`src/pkg/swrp_pkg.sv`:
```
// constants for the slow clock register write path
// How it works
// a bus write lands in its register on the first slow-clock tick after issue
// the delayed path serves the supply control and the system fail status registers
// writing 1 to the short flag clears it once the write has landed
// reads are served at once, so an unlanded clear may read the old flag
// writing 0 to a flag bit leaves that register's function unchanged
// each queued write costs one slow tick, so a zero write delays the next write
// one instruction between clear and read is too little delay; the read may still see the old flag
// delayed writes land strictly in the order they were issued
package swrp_pkg;
	localparam int SWRP_DW = 8;
	localparam int SWRP_DEPTH = 2;
	localparam int SWRP_CW = 2;
	// mclk cycles per measurement interface clock cycle
	localparam int SWRP_MI_DIV = 8;
	localparam int SWRP_DIVW = 3;
	localparam logic SWRP_SEL_SUPPLY = 1'h0;
	localparam logic SWRP_SEL_FAIL = 1'h1;
	localparam int SWRP_SUPPLY_EN_BIT = 0;
	localparam int SWRP_SHORT_BIT = 1;
	localparam int SWRP_FAIL_N = 4;
	localparam logic [SWRP_DW-1:0] SWRP_SUPPLY_RST = 8'h00;
	localparam logic [SWRP_DW-1:0] SWRP_FAIL_RST = 8'h00;
	localparam logic [SWRP_DW-1:0] SWRP_SUPPLY_RW_MASK = 8'h01;
	localparam logic [SWRP_DW-1:0] SWRP_SUPPLY_W1C_MASK = 8'h02;
	localparam logic [SWRP_DW-1:0] SWRP_FAIL_W1C_MASK = 8'h0F;
endpackage

```
`src/core/swrp_write_path.sv`:
```
// delayed write path into the two slow-clock power management registers
`timescale 1ns/1ns
module swrp_write_path
	import swrp_pkg::*;
(
	input wire logic mclk,
	input wire logic rst,
	input wire logic bus_wr,
	input wire logic bus_wr_sel,
	input wire logic [SWRP_DW-1:0] bus_wr_data,
	output logic bus_wr_ready,
	input wire logic bus_rd,
	input wire logic bus_rd_sel,
	output logic [SWRP_DW-1:0] bus_rd_data,
	output logic bus_rd_valid,
	input wire logic short_event,
	input wire logic [SWRP_FAIL_N-1:0] fail_event,
	output logic supply_en,
	output logic short_flag,
	output logic [SWRP_FAIL_N-1:0] fail_flags
);
	logic mi_tick;

	swrp_mi_div u_div (
		.mclk(mclk),
		.rst(rst),
		.mi_tick(mi_tick)
	);

	// event inputs come from analog monitors, so they are synchronised first
	logic [SWRP_FAIL_N:0] ev_meta_reg;
	logic [SWRP_FAIL_N:0] ev_sync_reg;
	// events are caught between ticks so a short pulse is not missed
	logic [SWRP_FAIL_N:0] ev_seen_reg;
	logic [SWRP_FAIL_N:0] ev_seen_next;

	// in-order pending writes, entry 0 is the oldest
	logic q_sel_reg [SWRP_DEPTH];
	logic q_sel_next [SWRP_DEPTH];
	logic [SWRP_DW-1:0] q_data_reg [SWRP_DEPTH];
	logic [SWRP_DW-1:0] q_data_next [SWRP_DEPTH];
	logic [SWRP_CW-1:0] cnt_reg;
	logic [SWRP_CW-1:0] cnt_next;
	logic ready_reg;
	logic ready_next;

	logic [SWRP_DW-1:0] supply_reg;
	logic [SWRP_DW-1:0] supply_next;
	logic [SWRP_DW-1:0] fail_reg;
	logic [SWRP_DW-1:0] fail_next;
	logic [SWRP_DW-1:0] rd_data_reg;
	logic [SWRP_DW-1:0] rd_data_next;
	logic rd_valid_reg;
	logic rd_valid_next;

	logic accept;
	logic apply;
	logic [SWRP_CW-1:0] cnt_after_apply;
	logic [SWRP_DW-1:0] set_supply;
	logic [SWRP_DW-1:0] set_fail;

	// write-one-to-clear; a zero in a flag bit has no effect
	function automatic logic [SWRP_DW-1:0] swrp_w1c(
		input logic [SWRP_DW-1:0] data,
		input logic [SWRP_DW-1:0] mask
	);
		swrp_w1c = data & mask;
	endfunction

	// one landed write: rw bits take the data, w1c bits clear on a one
	// the hardware set is or-ed in last, so a set in the clearing tick wins
	function automatic logic [SWRP_DW-1:0] swrp_land(
		input logic [SWRP_DW-1:0] cur,
		input logic [SWRP_DW-1:0] data,
		input logic [SWRP_DW-1:0] rw_mask,
		input logic [SWRP_DW-1:0] w1c_mask,
		input logic [SWRP_DW-1:0] set
	);
		logic [SWRP_DW-1:0] tmp;
		tmp = (cur & ~rw_mask) | (data & rw_mask);
		swrp_land = (tmp & ~swrp_w1c(data, w1c_mask)) | set;
	endfunction

	// synchroniser: only the second stage is read by logic
	always_ff @(posedge mclk or posedge rst) begin
		if (rst) begin
			ev_meta_reg <= '0;
			ev_sync_reg <= '0;
		end else begin
			ev_meta_reg <= {short_event, fail_event};
			ev_sync_reg <= ev_meta_reg;
		end
	end

	always_comb begin
		ev_seen_next = ev_seen_reg | ev_sync_reg;
		if (mi_tick) begin
			ev_seen_next = ev_sync_reg;
		end
	end

	// the catch register restarts on a tick, the flags keep the event from then on
	always_ff @(posedge mclk or posedge rst) begin
		if (rst) begin
			ev_seen_reg <= '0;
		end else begin
			ev_seen_reg <= ev_seen_next;
		end
	end

	// writes wait here for the slow tick; a read never waits, so a read issued
	// before a pending clear lands sees the old flag
	always_comb begin
		accept = bus_wr && ready_reg;
		apply = mi_tick && (cnt_reg != '0);
		cnt_after_apply = apply ? cnt_reg - 1'b1 : cnt_reg;
		cnt_next = accept ? cnt_after_apply + 1'b1 : cnt_after_apply;
		// only an empty queue takes a write, so a second write waits until the first has landed
		// and a read after it sees the first; this costs throughput, not correctness
		ready_next = (cnt_next == '0);
		for (int i = 0; i < SWRP_DEPTH; i++) begin
			q_sel_next[i] = q_sel_reg[i];
			q_data_next[i] = q_data_reg[i];
		end
		if (apply) begin
			// one write lands per tick, oldest first
			for (int i = 0; i < SWRP_DEPTH - 1; i++) begin
				q_sel_next[i] = q_sel_reg[i + 1];
				q_data_next[i] = q_data_reg[i + 1];
			end
		end
		if (accept) begin
			q_sel_next[cnt_after_apply[0]] = bus_wr_sel;
			q_data_next[cnt_after_apply[0]] = bus_wr_data;
		end
	end

	// queue state, reset to empty and ready
	always_ff @(posedge mclk or posedge rst) begin
		if (rst) begin
			cnt_reg <= '0;
			ready_reg <= 1'b1;
			for (int i = 0; i < SWRP_DEPTH; i++) begin
				q_sel_reg[i] <= 1'b0;
				q_data_reg[i] <= '0;
			end
		end else begin
			cnt_reg <= cnt_next;
			ready_reg <= ready_next;
			for (int i = 0; i < SWRP_DEPTH; i++) begin
				q_sel_reg[i] <= q_sel_next[i];
				q_data_reg[i] <= q_data_next[i];
			end
		end
	end

	// the two slow-clock registers change only on a tick
	// trade-off: a set and a clear in one tick keep the flag, so no event is lost
	always_comb begin
		set_supply = '0;
		set_fail = '0;
		// flags are set only on a slow tick, as the registers live in that domain
		set_supply[SWRP_SHORT_BIT] = mi_tick && ev_seen_reg[SWRP_FAIL_N];
		set_fail[SWRP_FAIL_N-1:0] = mi_tick ? ev_seen_reg[SWRP_FAIL_N-1:0] : '0;
		// no write landing: only sets can change the flags
		supply_next = supply_reg | set_supply;
		fail_next = fail_reg | set_fail;
		if (apply && (q_sel_reg[0] == SWRP_SEL_SUPPLY)) begin
			supply_next = swrp_land(supply_reg, q_data_reg[0], SWRP_SUPPLY_RW_MASK,
				SWRP_SUPPLY_W1C_MASK, set_supply);
		end
		if (apply && (q_sel_reg[0] == SWRP_SEL_FAIL)) begin
			fail_next = swrp_land(fail_reg, q_data_reg[0], '0, SWRP_FAIL_W1C_MASK, set_fail);
		end
	end

	// each register has its own flop group
	always_ff @(posedge mclk or posedge rst) begin
		if (rst) begin
			supply_reg <= SWRP_SUPPLY_RST;
		end else begin
			supply_reg <= supply_next;
		end
	end

	always_ff @(posedge mclk or posedge rst) begin
		if (rst) begin
			fail_reg <= SWRP_FAIL_RST;
		end else begin
			fail_reg <= fail_next;
		end
	end

	// read port
	always_comb begin
		// reads see the landed value only, pending writes are not forwarded
		rd_data_next = rd_data_reg;
		if (bus_rd) begin
			rd_data_next = (bus_rd_sel == SWRP_SEL_FAIL) ? fail_reg : supply_reg;
		end
		// valid is a one-cycle pulse in the cycle after the request
		rd_valid_next = bus_rd;
	end

	// read data holds until the next read
	always_ff @(posedge mclk or posedge rst) begin
		if (rst) begin
			rd_data_reg <= '0;
			rd_valid_reg <= 1'b0;
		end else begin
			rd_data_reg <= rd_data_next;
			rd_valid_reg <= rd_valid_next;
		end
	end

	// outputs straight from the registers
	assign bus_wr_ready = ready_reg;
	assign bus_rd_data = rd_data_reg;
	assign bus_rd_valid = rd_valid_reg;
	assign supply_en = supply_reg[SWRP_SUPPLY_EN_BIT];
	assign short_flag = supply_reg[SWRP_SHORT_BIT];
	assign fail_flags = fail_reg[SWRP_FAIL_N-1:0];
endmodule // swrp_write_path

```
`src/core/swrp_mi_div.sv`:
```
// divider that makes the measurement interface clock tick
`timescale 1ns/1ns
module swrp_mi_div
	import swrp_pkg::*;
(
	input wire logic mclk,
	input wire logic rst,
	output logic mi_tick
);
	logic [SWRP_DIVW-1:0] cnt_reg;
	logic [SWRP_DIVW-1:0] cnt_next;
	logic tick_reg;
	logic tick_next;

	always_comb begin
		tick_next = (cnt_reg == SWRP_DIVW'(SWRP_MI_DIV - 1));
		cnt_next = tick_next ? '0 : cnt_reg + 1'b1;
	end

	always_ff @(posedge mclk or posedge rst) begin
		if (rst) begin
			cnt_reg <= '0;
			tick_reg <= 1'b0;
		end else begin
			cnt_reg <= cnt_next;
			tick_reg <= tick_next;
		end
	end

	assign mi_tick = tick_reg;
endmodule // swrp_mi_div

```
`config.mk`:
```
export PLATFORM = sky130hd
export DESIGN_NAME = swrp_write_path
export DESIGN_NICKNAME = d
export VERILOG_FILES = /design/src/pkg/swrp_pkg.sv /design/src/core/swrp_write_path.sv /design/src/core/swrp_mi_div.sv
export SDC_FILE = /design/constraint.sdc
export NUM_CORES = 1
export LEC_CHECK = 0
export BUFFER_PORTS_ARGS = -buffer_cell sky130_fd_sc_hd__buf_2
export CAP_MARGIN = 10
export CORE_MARGIN = 2
export CORE_UTILIZATION = 53
export CTS_BUF_LIST = sky130_fd_sc_hd__clkbuf_16
export DETAILED_ROUTE_END_ITERATION = 7
export HOLD_SLACK_MARGIN = 0.05
export PLACE_DENSITY = 0.77
export SLEW_MARGIN = 40
export SYNTH_ARGS = -nofsm -noshare
export SYNTH_HDL_FRONTEND = slang
export SYNTH_SLANG_ARGS = --single-unit
```
`constraint.sdc`:
```
create_clock -name mclk -period 1.9 [get_ports mclk]
set_input_delay 0.19 -clock mclk [delete_from_list [all_inputs] [get_ports mclk]]
set_output_delay 0.19 -clock mclk [all_outputs]
set_load 0.02 [all_outputs]
```
==> results of run 1 <==
-- through the flow --
step | cells | setup slack (ns) | instance area, um^2
6_report | 202 | 0.117 | 2120
5_1_grt | 202 | 0.00766 | 2120
4_1_cts | 202 | 0.0911 | 2120
3_5_place_dp | 188 | 0.107 | 1910
3_3_place_gp | 188 | 0.146 | 1910
2_1_floorplan | 116 | 0.205 | 1720
-- area by class of cell --
class                   count  area (um^2)
inverters                   7         26.3
fillers                   212          961
multi-input cells          60          557
well taps                  44         55.1
repair buffers             39          233
flip-flops and latches     44         1100
clock inverters             3         18.8
clock buffers               5          125
-- worst paths after layout --
| check | slack [ns] | cells past startpoint | end |
|---|---|---|---|
| hold / removal | 0.12 | 1 | bus_rd_valid |
| setup / recovery | 0.12 | 7 | q_data_reg[3] |
| min in group asynchronous | 0.59 | 4 | u_div.cnt_reg[1] |
| setup reg to reg | 0.12 | 7 | q_data_reg[3] |
| hold reg to reg | 0.35 | 0 | ev_sync_reg[1] |
| max in group asynchronous | 0.94 | 4 | bus_wr_ready |
-- worst max-delay path: cells and delay by family (launching register included) --
family	cells	cell delay (ns)
buffers and inverters	2	0.12
and+or+nand+nor	1	0.33
adders and majority gates	2	0.42
DFF	1	0.34
xor gates and xnor gates	1	0.10
muxes	1	0.36
-- per-layer routing --
layer  share of wire  global-route usage
met2            0.50               0.281
met1            0.44               0.218
met5               0                   0
met4          0.0084              0.0745
met3           0.059              0.0567
-- power groups by stage --
stage          combinational [W]  sequential, W  clock (W)
2_1_floorplan           0.000425        0.00126          0
3_3_place_gp            0.000561        0.00124          0
3_5_place_dp            0.000599        0.00125          0
4_1_cts                 0.000613        0.00124   0.000837
5_1_grt                 0.000663        0.00126   0.000873
6_report                0.000603        0.00123   0.000814
-- synthesized netlist by cell type, drive strengths merged, types with 3 or more instances --
cell type / number
a21o: 5
a22o: 5
buf: 4
dfrtp: 43
ha: 4
inv: 7
mux2: 16
mux2i: 3
nand3: 7
nor2: 4
xnor2: 3
-- cell families (layout without fill, tap and decap cells) --
kind of cell | count (synthesis) | after routing | synth area share
muxes | 19 | 19 | 0.142
buffers and inverters | 12 | 54 | 0.0370
AOI/OAI and AO/OA | 14 | 14 | 0.0625
and+or+nand+nor | 20 | 20 | 0.0704
adders and majority gates | 4 | 4 | 0.0290
DFF | 44 | 44 | 0.640
xor gates and xnor gates | 3 | 3 | 0.0196
-- what timing repair did --
action                     4_1_cts  5_1_grt
setup endpoints to repair        0        0
hold buffers                     6        0
hold endpoints to repair        39        0
setup buffers                    0        0
==> results.md, run 1 <==
* Slew @ Worst Pin at between 0.5 and 0.6 ns
* Mean post-synth cell area at 14.9 um^2
* Synth area leader: dfrtp_1
* Yosys warns at 0
* Reg-to-reg startpoint: cnt_reg[0]
* Initial Utilization at 0.560
* DRT Pass-1 Iters at 4
* Die area at 0.00372 mm^2
* Initial DRC Count at 21
* IO Count at 35
* Cell Pwr Density at 1250 mW/mm^2
* Int Power at 0.00196 W
* Hold Slack at about 0.12 ns
* Detailed placement HPWL at 1.94 mm
* CTS HTree Levels at 2
* Outcome: finished clean
* Vias at ~1000
* Initial antenna violation count at 0
* Crit-path max FO at 10
* Max reg flops at 8
* Mapped Cells at 116
* Crit-path cells: inv_1 -> ha_1 -> and2b_4 -> xnor2_2 -> inv_1 -> ha_1 -> mux2_2
* Rel. slew slack at 0.647
* Syn-to-layout area delta at 22.9%
* Cell variety after synth at 25
* Asr flop ratio synth at 1.00
* Final Util at 0.688
* Sw Pwr at 0.000686 W
* Critical Path RT at slightly above 2 ns
* Root Driver: clkbuf_16
* Fmax at between 0.5 and 0.6 GHz
* Top post-synthesis cells by area: dfrtp_1 (62%), mux2_4 (7.8%), mux2_2 (4.6%), a22o_2 (2.9%), ha_1 (2.9%)
* Final #Nets at 180
* Syn_nets at about 140
* Max VDD drop at 918 uV
* Combinational power share at 0.227
* Synth Cell Area at approximately 0.0017 mm^2
* Total CTS buffers at 5
* Die W at 61.0 um
* Register area share after synthesis at 0.640
* CTS max path bufs at 2
* Largest net degree at the start of global routing at 45
* Minimum clock period at 1.78 ns
* Resize count post-CTS at 0
* Critical-path top delay cell: mux2_2
* Most frequent cells in the layout: dfrtp_1 (43), buf_2 (30), mux2_4 (9)
* Global-route wire length before repair at about 4.5 mm
* Post-synth top flop: dfrtp_1
* Critical Path Source: cnt_reg[0]
* Hold_sp: bus_rd
* Register bit total from synthesis at 44
* Setup tns final at 0 ns
* Total Routing Usage GR at 0.174
* Grt ovf at 0
* Clock Pin Slew Worst Setup and Hold Paths at 0.06 ns
* Max incr delay on CP at 0.36 ns
* Worst setup EP type: register
* Most common cell after layout, fill and taps aside: dfrtp_1
* Hold Fails Final Rpt at 0
* HP Class: in -> reg
* Final wirelength at around 2.7 mm
* Final setup viols at 0
* Cell leakage power at 1.03 nW
* Crit share post-route at 0.938
* Pwr Total at 0.00265 W
* Core area at just over 0.003 mm^2
* Die span in y at 61.0 um
* DRC viols at 0
* Slew Viols, Final at 0
* Critical path class: reg -> reg
* Sequential fraction of design power at 0.465
* Sw Ratio at 0.259
* Clk_lat worst skew at 0.28 ns
* Clock network fraction of total power at 0.307
* Drt wl/cell at 13.5 um
* Post-synth EDFFs at 0
* Post-route ant nets at 0
* Antenna Cells at 0
* Unrepaired setup endpoints after global routing: false
* Worst EP arrival at slightly below 2 ns
* Port buffer count at 30
* Clock sinks at 44
* Post-synth top area share at 0.625
* Via count of the first global-routing pass at between 900 and 1000
* Startpoint types: register
* Num rows at 20
* Clock Skew at approximately 0.0045 ns
* Via density at approximately 4.9
* Placer Congestion at roughly 0.67
* CTS tree: yes
* Fraction of layout cells with a size suffix above 1 at 0.424
* Max Cap Viol at 0
No activity file was read; power rests on OpenSTA's default activity.
==> inputs of run 2 (changes only) <==
- BUFFER_PORTS_ARGS: -buffer_cell sky130_fd_sc_hd__buf_2 -> -buffer_cell sky130_fd_sc_hd__buf_4
- CORE_MARGIN: 2 -> default
==> results.md, run 2 (synthesized netlist as in run 1, its figures left out) <==
* Outcome: finished clean
* R2R Setup Slk at 0.12 ns (about the same)
* Clock Pin Slew Worst Setup and Hold Paths at 0.05 ns (about the same)
* Antenna Cells at 0 (unchanged)
* Critical path class: reg -> reg
* Num rows at 20 (unchanged)
* Rel. slew slack at 0.651 (+0.00473)
* CTS HTree Levels at 2 (unchanged)
* Syn-to-layout area delta at 26.1%
* Sw Pwr at 0.000655 W (-4.5%)
* Combinational power share at 0.235 (+0.008)
* Sequential fraction of design power at 0.472 (+0.007)
* Slew Viols, Final at 0 (unchanged)
* Slew @ Worst Pin at 0.523 ns (-0.00709 ns)
* Core area at 0.00308 mm^2 (unchanged)
* Clock network fraction of total power at 0.292 (-0.015)
* Drt wl/cell at 13.5 um (about the same)
* Critical Path RT at 2.06 ns (about the same)
* Initial antenna violation count at 0 (unchanged)
* Setup Buffers After CTS at 0 (unchanged)
* Die span in y at 59.0 um (-3.3%)
* Global-route wire length before repair at 4.67 mm (+4.5%)
* Footprint of the multi-input gates at 559 um^2 (+0.45%)
* Total Routing Usage GR at 0.192 (+0.0177)
* Final #Nets at 179 (-0.56%)
* Vias at 997 (unchanged)
* Clock sinks at 44 (unchanged)
* Placer Congestion at 0.695 (+4.2%)
* Initial Utilization at 0.560 (unchanged)
* Cell leakage power at 1.05 nW (+2.2%)
* Initial DRC Count at 22 (+4.8%)
* Post-route ant nets at 0 (unchanged)
* Int Power at 0.00198 W (+0.60%)
* Unrepaired setup endpoints after global routing: false
* Crit share post-route at 0.939 (about the same)
* Crit-path max FO at 10 (unchanged)
* Max Cap Viol at 0 (unchanged)
* Via count of the first global-routing pass at 1017 (+5.0%)
* Most common cell after layout, fill and taps aside: dfrtp_1
* HP Class: in -> async
* Clock Skew at 0.00362 ns (-0.000832 ns)
* Detailed placement HPWL at 2.01 mm (+4.0%)
* DRT Pass-1 Iters at 4 (unchanged)
* CTS max path bufs at 2 (unchanged)
* Minimum clock period at 1.78 ns (+0.000453 ns)
* Final setup viols at 0 (unchanged)
* Most frequent cells in the layout: dfrtp_1 (43), buf_4 (33), mux2_4 (9)
* Root Driver: clkbuf_16
* FF+latch area at 0.00110 mm^2 (unchanged)
* Total CTS buffers at 5 (unchanged)
* Fraction of layout cells with a size suffix above 1 at 0.423 (-0.000974)
* CTS tree: yes
* Largest net degree at the start of global routing at 45 (unchanged)
* DRC viols at 0 (unchanged)
* Startpoint types: register
* Worst EP arrival at 1.95 ns (about the same)
* Via density at 4.99 (+1.0%)
* Hold Fails Final Rpt at 0 (unchanged)
* Final wirelength at 2.71 mm (-0.99%)
* Fmax at 0.561 GHz (about the same)
* Sw Ratio at 0.249 (-0.00988)
* Clk_lat worst skew at 0.28 ns (about the same)
* FILL cells at 235 (+11%)
* Cell Pwr Density at 1210 mW/mm^2 (-3.3%)
* Port buffer count at 30 (unchanged)
* Worst setup EP type: register
* Grt ovf at 0 (unchanged)
* Die W at 59.0 um (-3.3%)
* Setup tns final at 0 ns (unchanged)
* IO Count at 35 (unchanged)
* Max VDD drop at 739 uV (-19%)
* Max reg flops at 8 (unchanged)
* Die area at 0.00348 mm^2 (-6.4%)
* Hold Slack at 0.0508 ns (-0.0682 ns)
run 2: per-layer routing:
layer | global-route usage | vias up | wire length (um)
met4 | 0.0816 | 0 | 37
met3 | 0.0590 | 7 | 136
met5 | 0 | - | 0
met1 | 0.244 | 484 | 1180
li1 | - | 472 | -
met2 | 0.307 | 34 | 1350
run 2: metrics by stage:
step                      std cells  utilization  instance area (um^2)  total power, W  setup WS, ns
after detailed placement        188        0.646                  1990         0.00187        0.0895
after global routing            200        0.706                  2170         0.00278        0.0207
after global placement          188        0.646                  1990         0.00183         0.143
after floorplan                 116            -                  1720         0.00169         0.205
after CTS                       200        0.705                  2170         0.00266        0.0778
final                           200        0.706                  2170         0.00263         0.116
run 2: final cells by class:
cell class | count | area share
clock inverters | 2 | 0.00345
inverters | 7 | 0.0121
well taps | 44 | 0.0253
repair buffers | 38 | 0.137
multi-input cells | 60 | 0.257
clock buffers | 5 | 0.0576
flip-flops and latches | 44 | 0.507
run 2: timing repair:
action	in CTS	in global routing
endpoints found under the setup margin	0	4
endpoints found under the hold margin	5	0
hold buffers	5	0
gates resized for setup	0	1
run 2: path summary, 6_finish.rpt:
path	start	endpoint	cells after the start
setup / recovery	cnt_reg[0]	q_data_reg[0]	7
min in group mclk	bus_rd	bus_rd_valid	1
hold reg to reg	ev_meta_reg[2]	ev_sync_reg[2]	0
hold / removal	rst	ev_meta_reg[0]	3
max in group asynchronous	rst	bus_wr_ready	3
setup reg to reg	cnt_reg[0]	q_data_reg[0]	7
run 2: power by group through the flow:
| stage | registers [W] | logic, W | clock network (W) |
|---|---|---|---|
| floorplan | 0.00126 | 0.000425 | 0 |
| global placement | 0.00124 | 0.000584 | 0 |
| detailed placement | 0.00126 | 0.000613 | 0 |
| CTS | 0.00124 | 0.000623 | 0.000791 |
| global route | 0.00127 | 0.000686 | 0.000830 |
| finish | 0.00124 | 0.000619 | 0.000770 |
run 2: worst max-delay path: stages, from the launching register on:
cell	delay (ns)
dfrtp_1	0.36
inv_1	0.05
ha_1	0.18
and2b_4	0.34
xnor2_2	0.10
inv_1	0.08
ha_2	0.22
mux2_2	0.34
==> inputs of run 3 (changes only) <==
- RECOVER_POWER: default -> 25
==> results.md, run 3 (synthesized netlist as in run 1, its figures left out) <==
* Most frequent cells in the layout: dfrtp_1 (43), buf_4 (30), mux2_4 (9)
* Final Util at 0.704 (-0.00203)
* Met1 Use GR at 0.244 (unchanged)
* Antenna Cells at 0 (unchanged)
* Fmax at 0.561 GHz (unchanged)
* Cell leakage power at 1.04 nW (-0.43%)
* Cell Pwr Density at 1210 mW/mm^2 (+0.21%)
* Cell Area, Placed at 0.00199 mm^2 (unchanged)
* Hold Fails Final Rpt at 0 (unchanged)
* Setup tns final at 0 ns (unchanged)
* CTS HTree Levels at 2 (unchanged)
* Initial antenna violation count at 0 (unchanged)
* Port buffer count at 30 (unchanged)
* Max Cap Viol at 0 (unchanged)
* Num rows at 20 (unchanged)
* Crit-path cells: inv_1 -> ha_1 -> and2b_4 -> xnor2_2 -> inv_1 -> ha_2 -> mux2_2
* CP dominant cell by count: inv_1
* Clk_lat worst skew at 0.28 ns (about the same)
* Unrepaired setup endpoints after global routing: false
* Critical Path Source: cnt_reg[0]
* Slew @ Worst Pin at 1.02 ns (+0.499 ns)
* Crit share post-route at 0.939 (unchanged)
* M3 GR Usage at 0.0590 (unchanged)
* Crit-path max FO at 10 (unchanged)
* Grt ovf at 0 (unchanged)
* HP Class: in -> reg
* Largest net degree at the start of global routing at 45 (unchanged)
* Worst EP arrival at 1.95 ns (about the same)
* Final setup viols at 0 (unchanged)
* Global-route wire length before repair at 4.67 mm (unchanged)
* Clock sinks at 44 (unchanged)
* DRC viols at 0 (unchanged)
* Final #Nets at 179 (unchanged)
* Initial Utilization at 0.560 (unchanged)
* Met2 usage at 0.307 (unchanged)
* Drt wl/cell at 13.5 um (unchanged)
* Total CTS buffers at 5 (unchanged)
* Detailed placement HPWL at 2.01 mm (unchanged)
* Fraction of layout cells with a size suffix above 1 at 0.417 (-0.00641)
* Max reg flops at 8 (unchanged)
* Via count of the first global-routing pass at 1017 (unchanged)
* Die area at 0.00348 mm^2 (unchanged)
* DRT Pass-1 Iters at 4 (unchanged)
* Placed cells at 188 (unchanged)
* FILL cells at 238 (+1.3%)
* Startpoint types: register
* Setup Buffers After CTS at 0 (unchanged)
* Placer Congestion at 0.695 (unchanged)
* Reg-to-reg startpoint: cnt_reg[0]
* Finished Layout Cells at 200 (unchanged)
* Core area at 0.00308 mm^2 (unchanged)
* CTS tree: yes
* Die span in y at 59.0 um (unchanged)
* Worst setup EP type: register
* Top Usage Layer GRT: met2
* Critical Path RT at 2.06 ns (about the same)
* Slew Viols, Final at 0 (unchanged)
* Clock Skew at 0.00372 ns (+0.0000939 ns)
* Hold Slack at 0.149 ns (+0.0985 ns)
* Critical-path top delay cell: dfrtp_1
* Via density at 4.99 (unchanged)
* IO Count at 35 (unchanged)
* Post-route ant nets at 0 (unchanged)
* Clock Pin Slew Worst Setup and Hold Paths at 0.05 ns (about the same)
* Max incr delay on CP at 0.36 ns (about the same)
* Finished Cell Area at 0.00217 mm^2 (-0.29%)
* Critical path class: reg -> reg
* Vias at 997 (unchanged)
* CTS max path bufs at 2 (unchanged)
* Die W at 59.0 um (unchanged)
* Max VDD drop at 741 uV (+0.18%)
* Root Driver: clkbuf_16
* Total Routing Usage GR at 0.192 (unchanged)
* Rel. slew slack at 0.319 (-0.333)
* Outcome: finished clean
* Syn-to-layout area delta at 25.8%
* Most common cell after layout, fill and taps aside: dfrtp_1
* Hold_sp: bus_wr_data[0]
* Initial DRC Count at 29 (+32%)
* Minimum clock period at 1.78 ns (unchanged)
* Final wirelength at 2.71 mm (unchanged)
## run 3: changes by cell type in the layout (fill, tap and decap cells not counted), sizes merged
cell / change
buf: -3
clkbuf: +3
## run 3: critical path, delay by kind of cell (launching register included)
kind / cells / cell delay (ns)
adder cells (fa/ha/maj): 2 / 0.40
flip-flops: 1 / 0.36
AND/OR/NAND/NOR: 1 / 0.34
multiplexers: 1 / 0.34
buffers and inverters: 2 / 0.13
XOR/XNOR: 1 / 0.10
## run 3: stage by stage
stage | setup WS, ns | power, W
after CTS | 0.0778 | 0.00266
after floorplan | 0.205 | 0.00169
after global routing | 0.0207 | 0.00278
final | 0.116 | 0.00263
after detailed placement | 0.0895 | 0.00187
after global placement | 0.143 | 0.00183
## run 3: path summary, 6_finish.rpt
check | end | slack, ns | cells past startpoint
min in group asynchronous | ev_meta_reg[0] | 0.24 | 3
hold / removal | q_data_reg[8] | 0.15 | 2
max in group asynchronous | bus_rd_data[0] | 1.04 | 3
setup reg to reg | q_data_reg[0] | 0.12 | 7
hold reg to reg | ev_sync_reg[2] | 0.35 | 0
setup / recovery | q_data_reg[0] | 0.12 | 7
## run 3: power by group
part	switching [W]	total (W)	internal [W]	leakage [nW]
sequential	0.000121	0.00124	0.00112	0.506
clock	0.000301	0.000769	0.000469	0.0648
combinational	0.000233	0.000617	0.000384	0.473
## run 3: layout make-up
| cell class | instances | area (um^2) | share of cell area |
|---|---|---|---|
| Multi-Input combinational cell | 60 | 559 | 0.258 |
| Timing Repair Buffer | 38 | 292 | 0.135 |
| Clock inverter | 2 | 7.51 | 0.00346 |
| Sequential cell | 44 | 1100 | 0.509 |
| Tap cell | 44 | 55.1 | 0.0254 |
| Clock buffer | 5 | 125 | 0.0577 |
| Inverter | 7 | 26.3 | 0.0121 |
## run 3: per-layer routing
metal | wire length (um) | vias to the layer above
met3 | 136 | 7
met5 | 0 | -
met2 | 1350 | 34
met1 | 1180 | 484
met4 | 37 | 0
li1 | - | 472
## run 3: what timing repair did
item | 4_1_cts | 5_1_grt
endpoints found under the hold margin | 5 | 0
endpoints found under the setup margin | 0 | 4
hold buffers | 5 | 0
resized for setup | 0 | 1
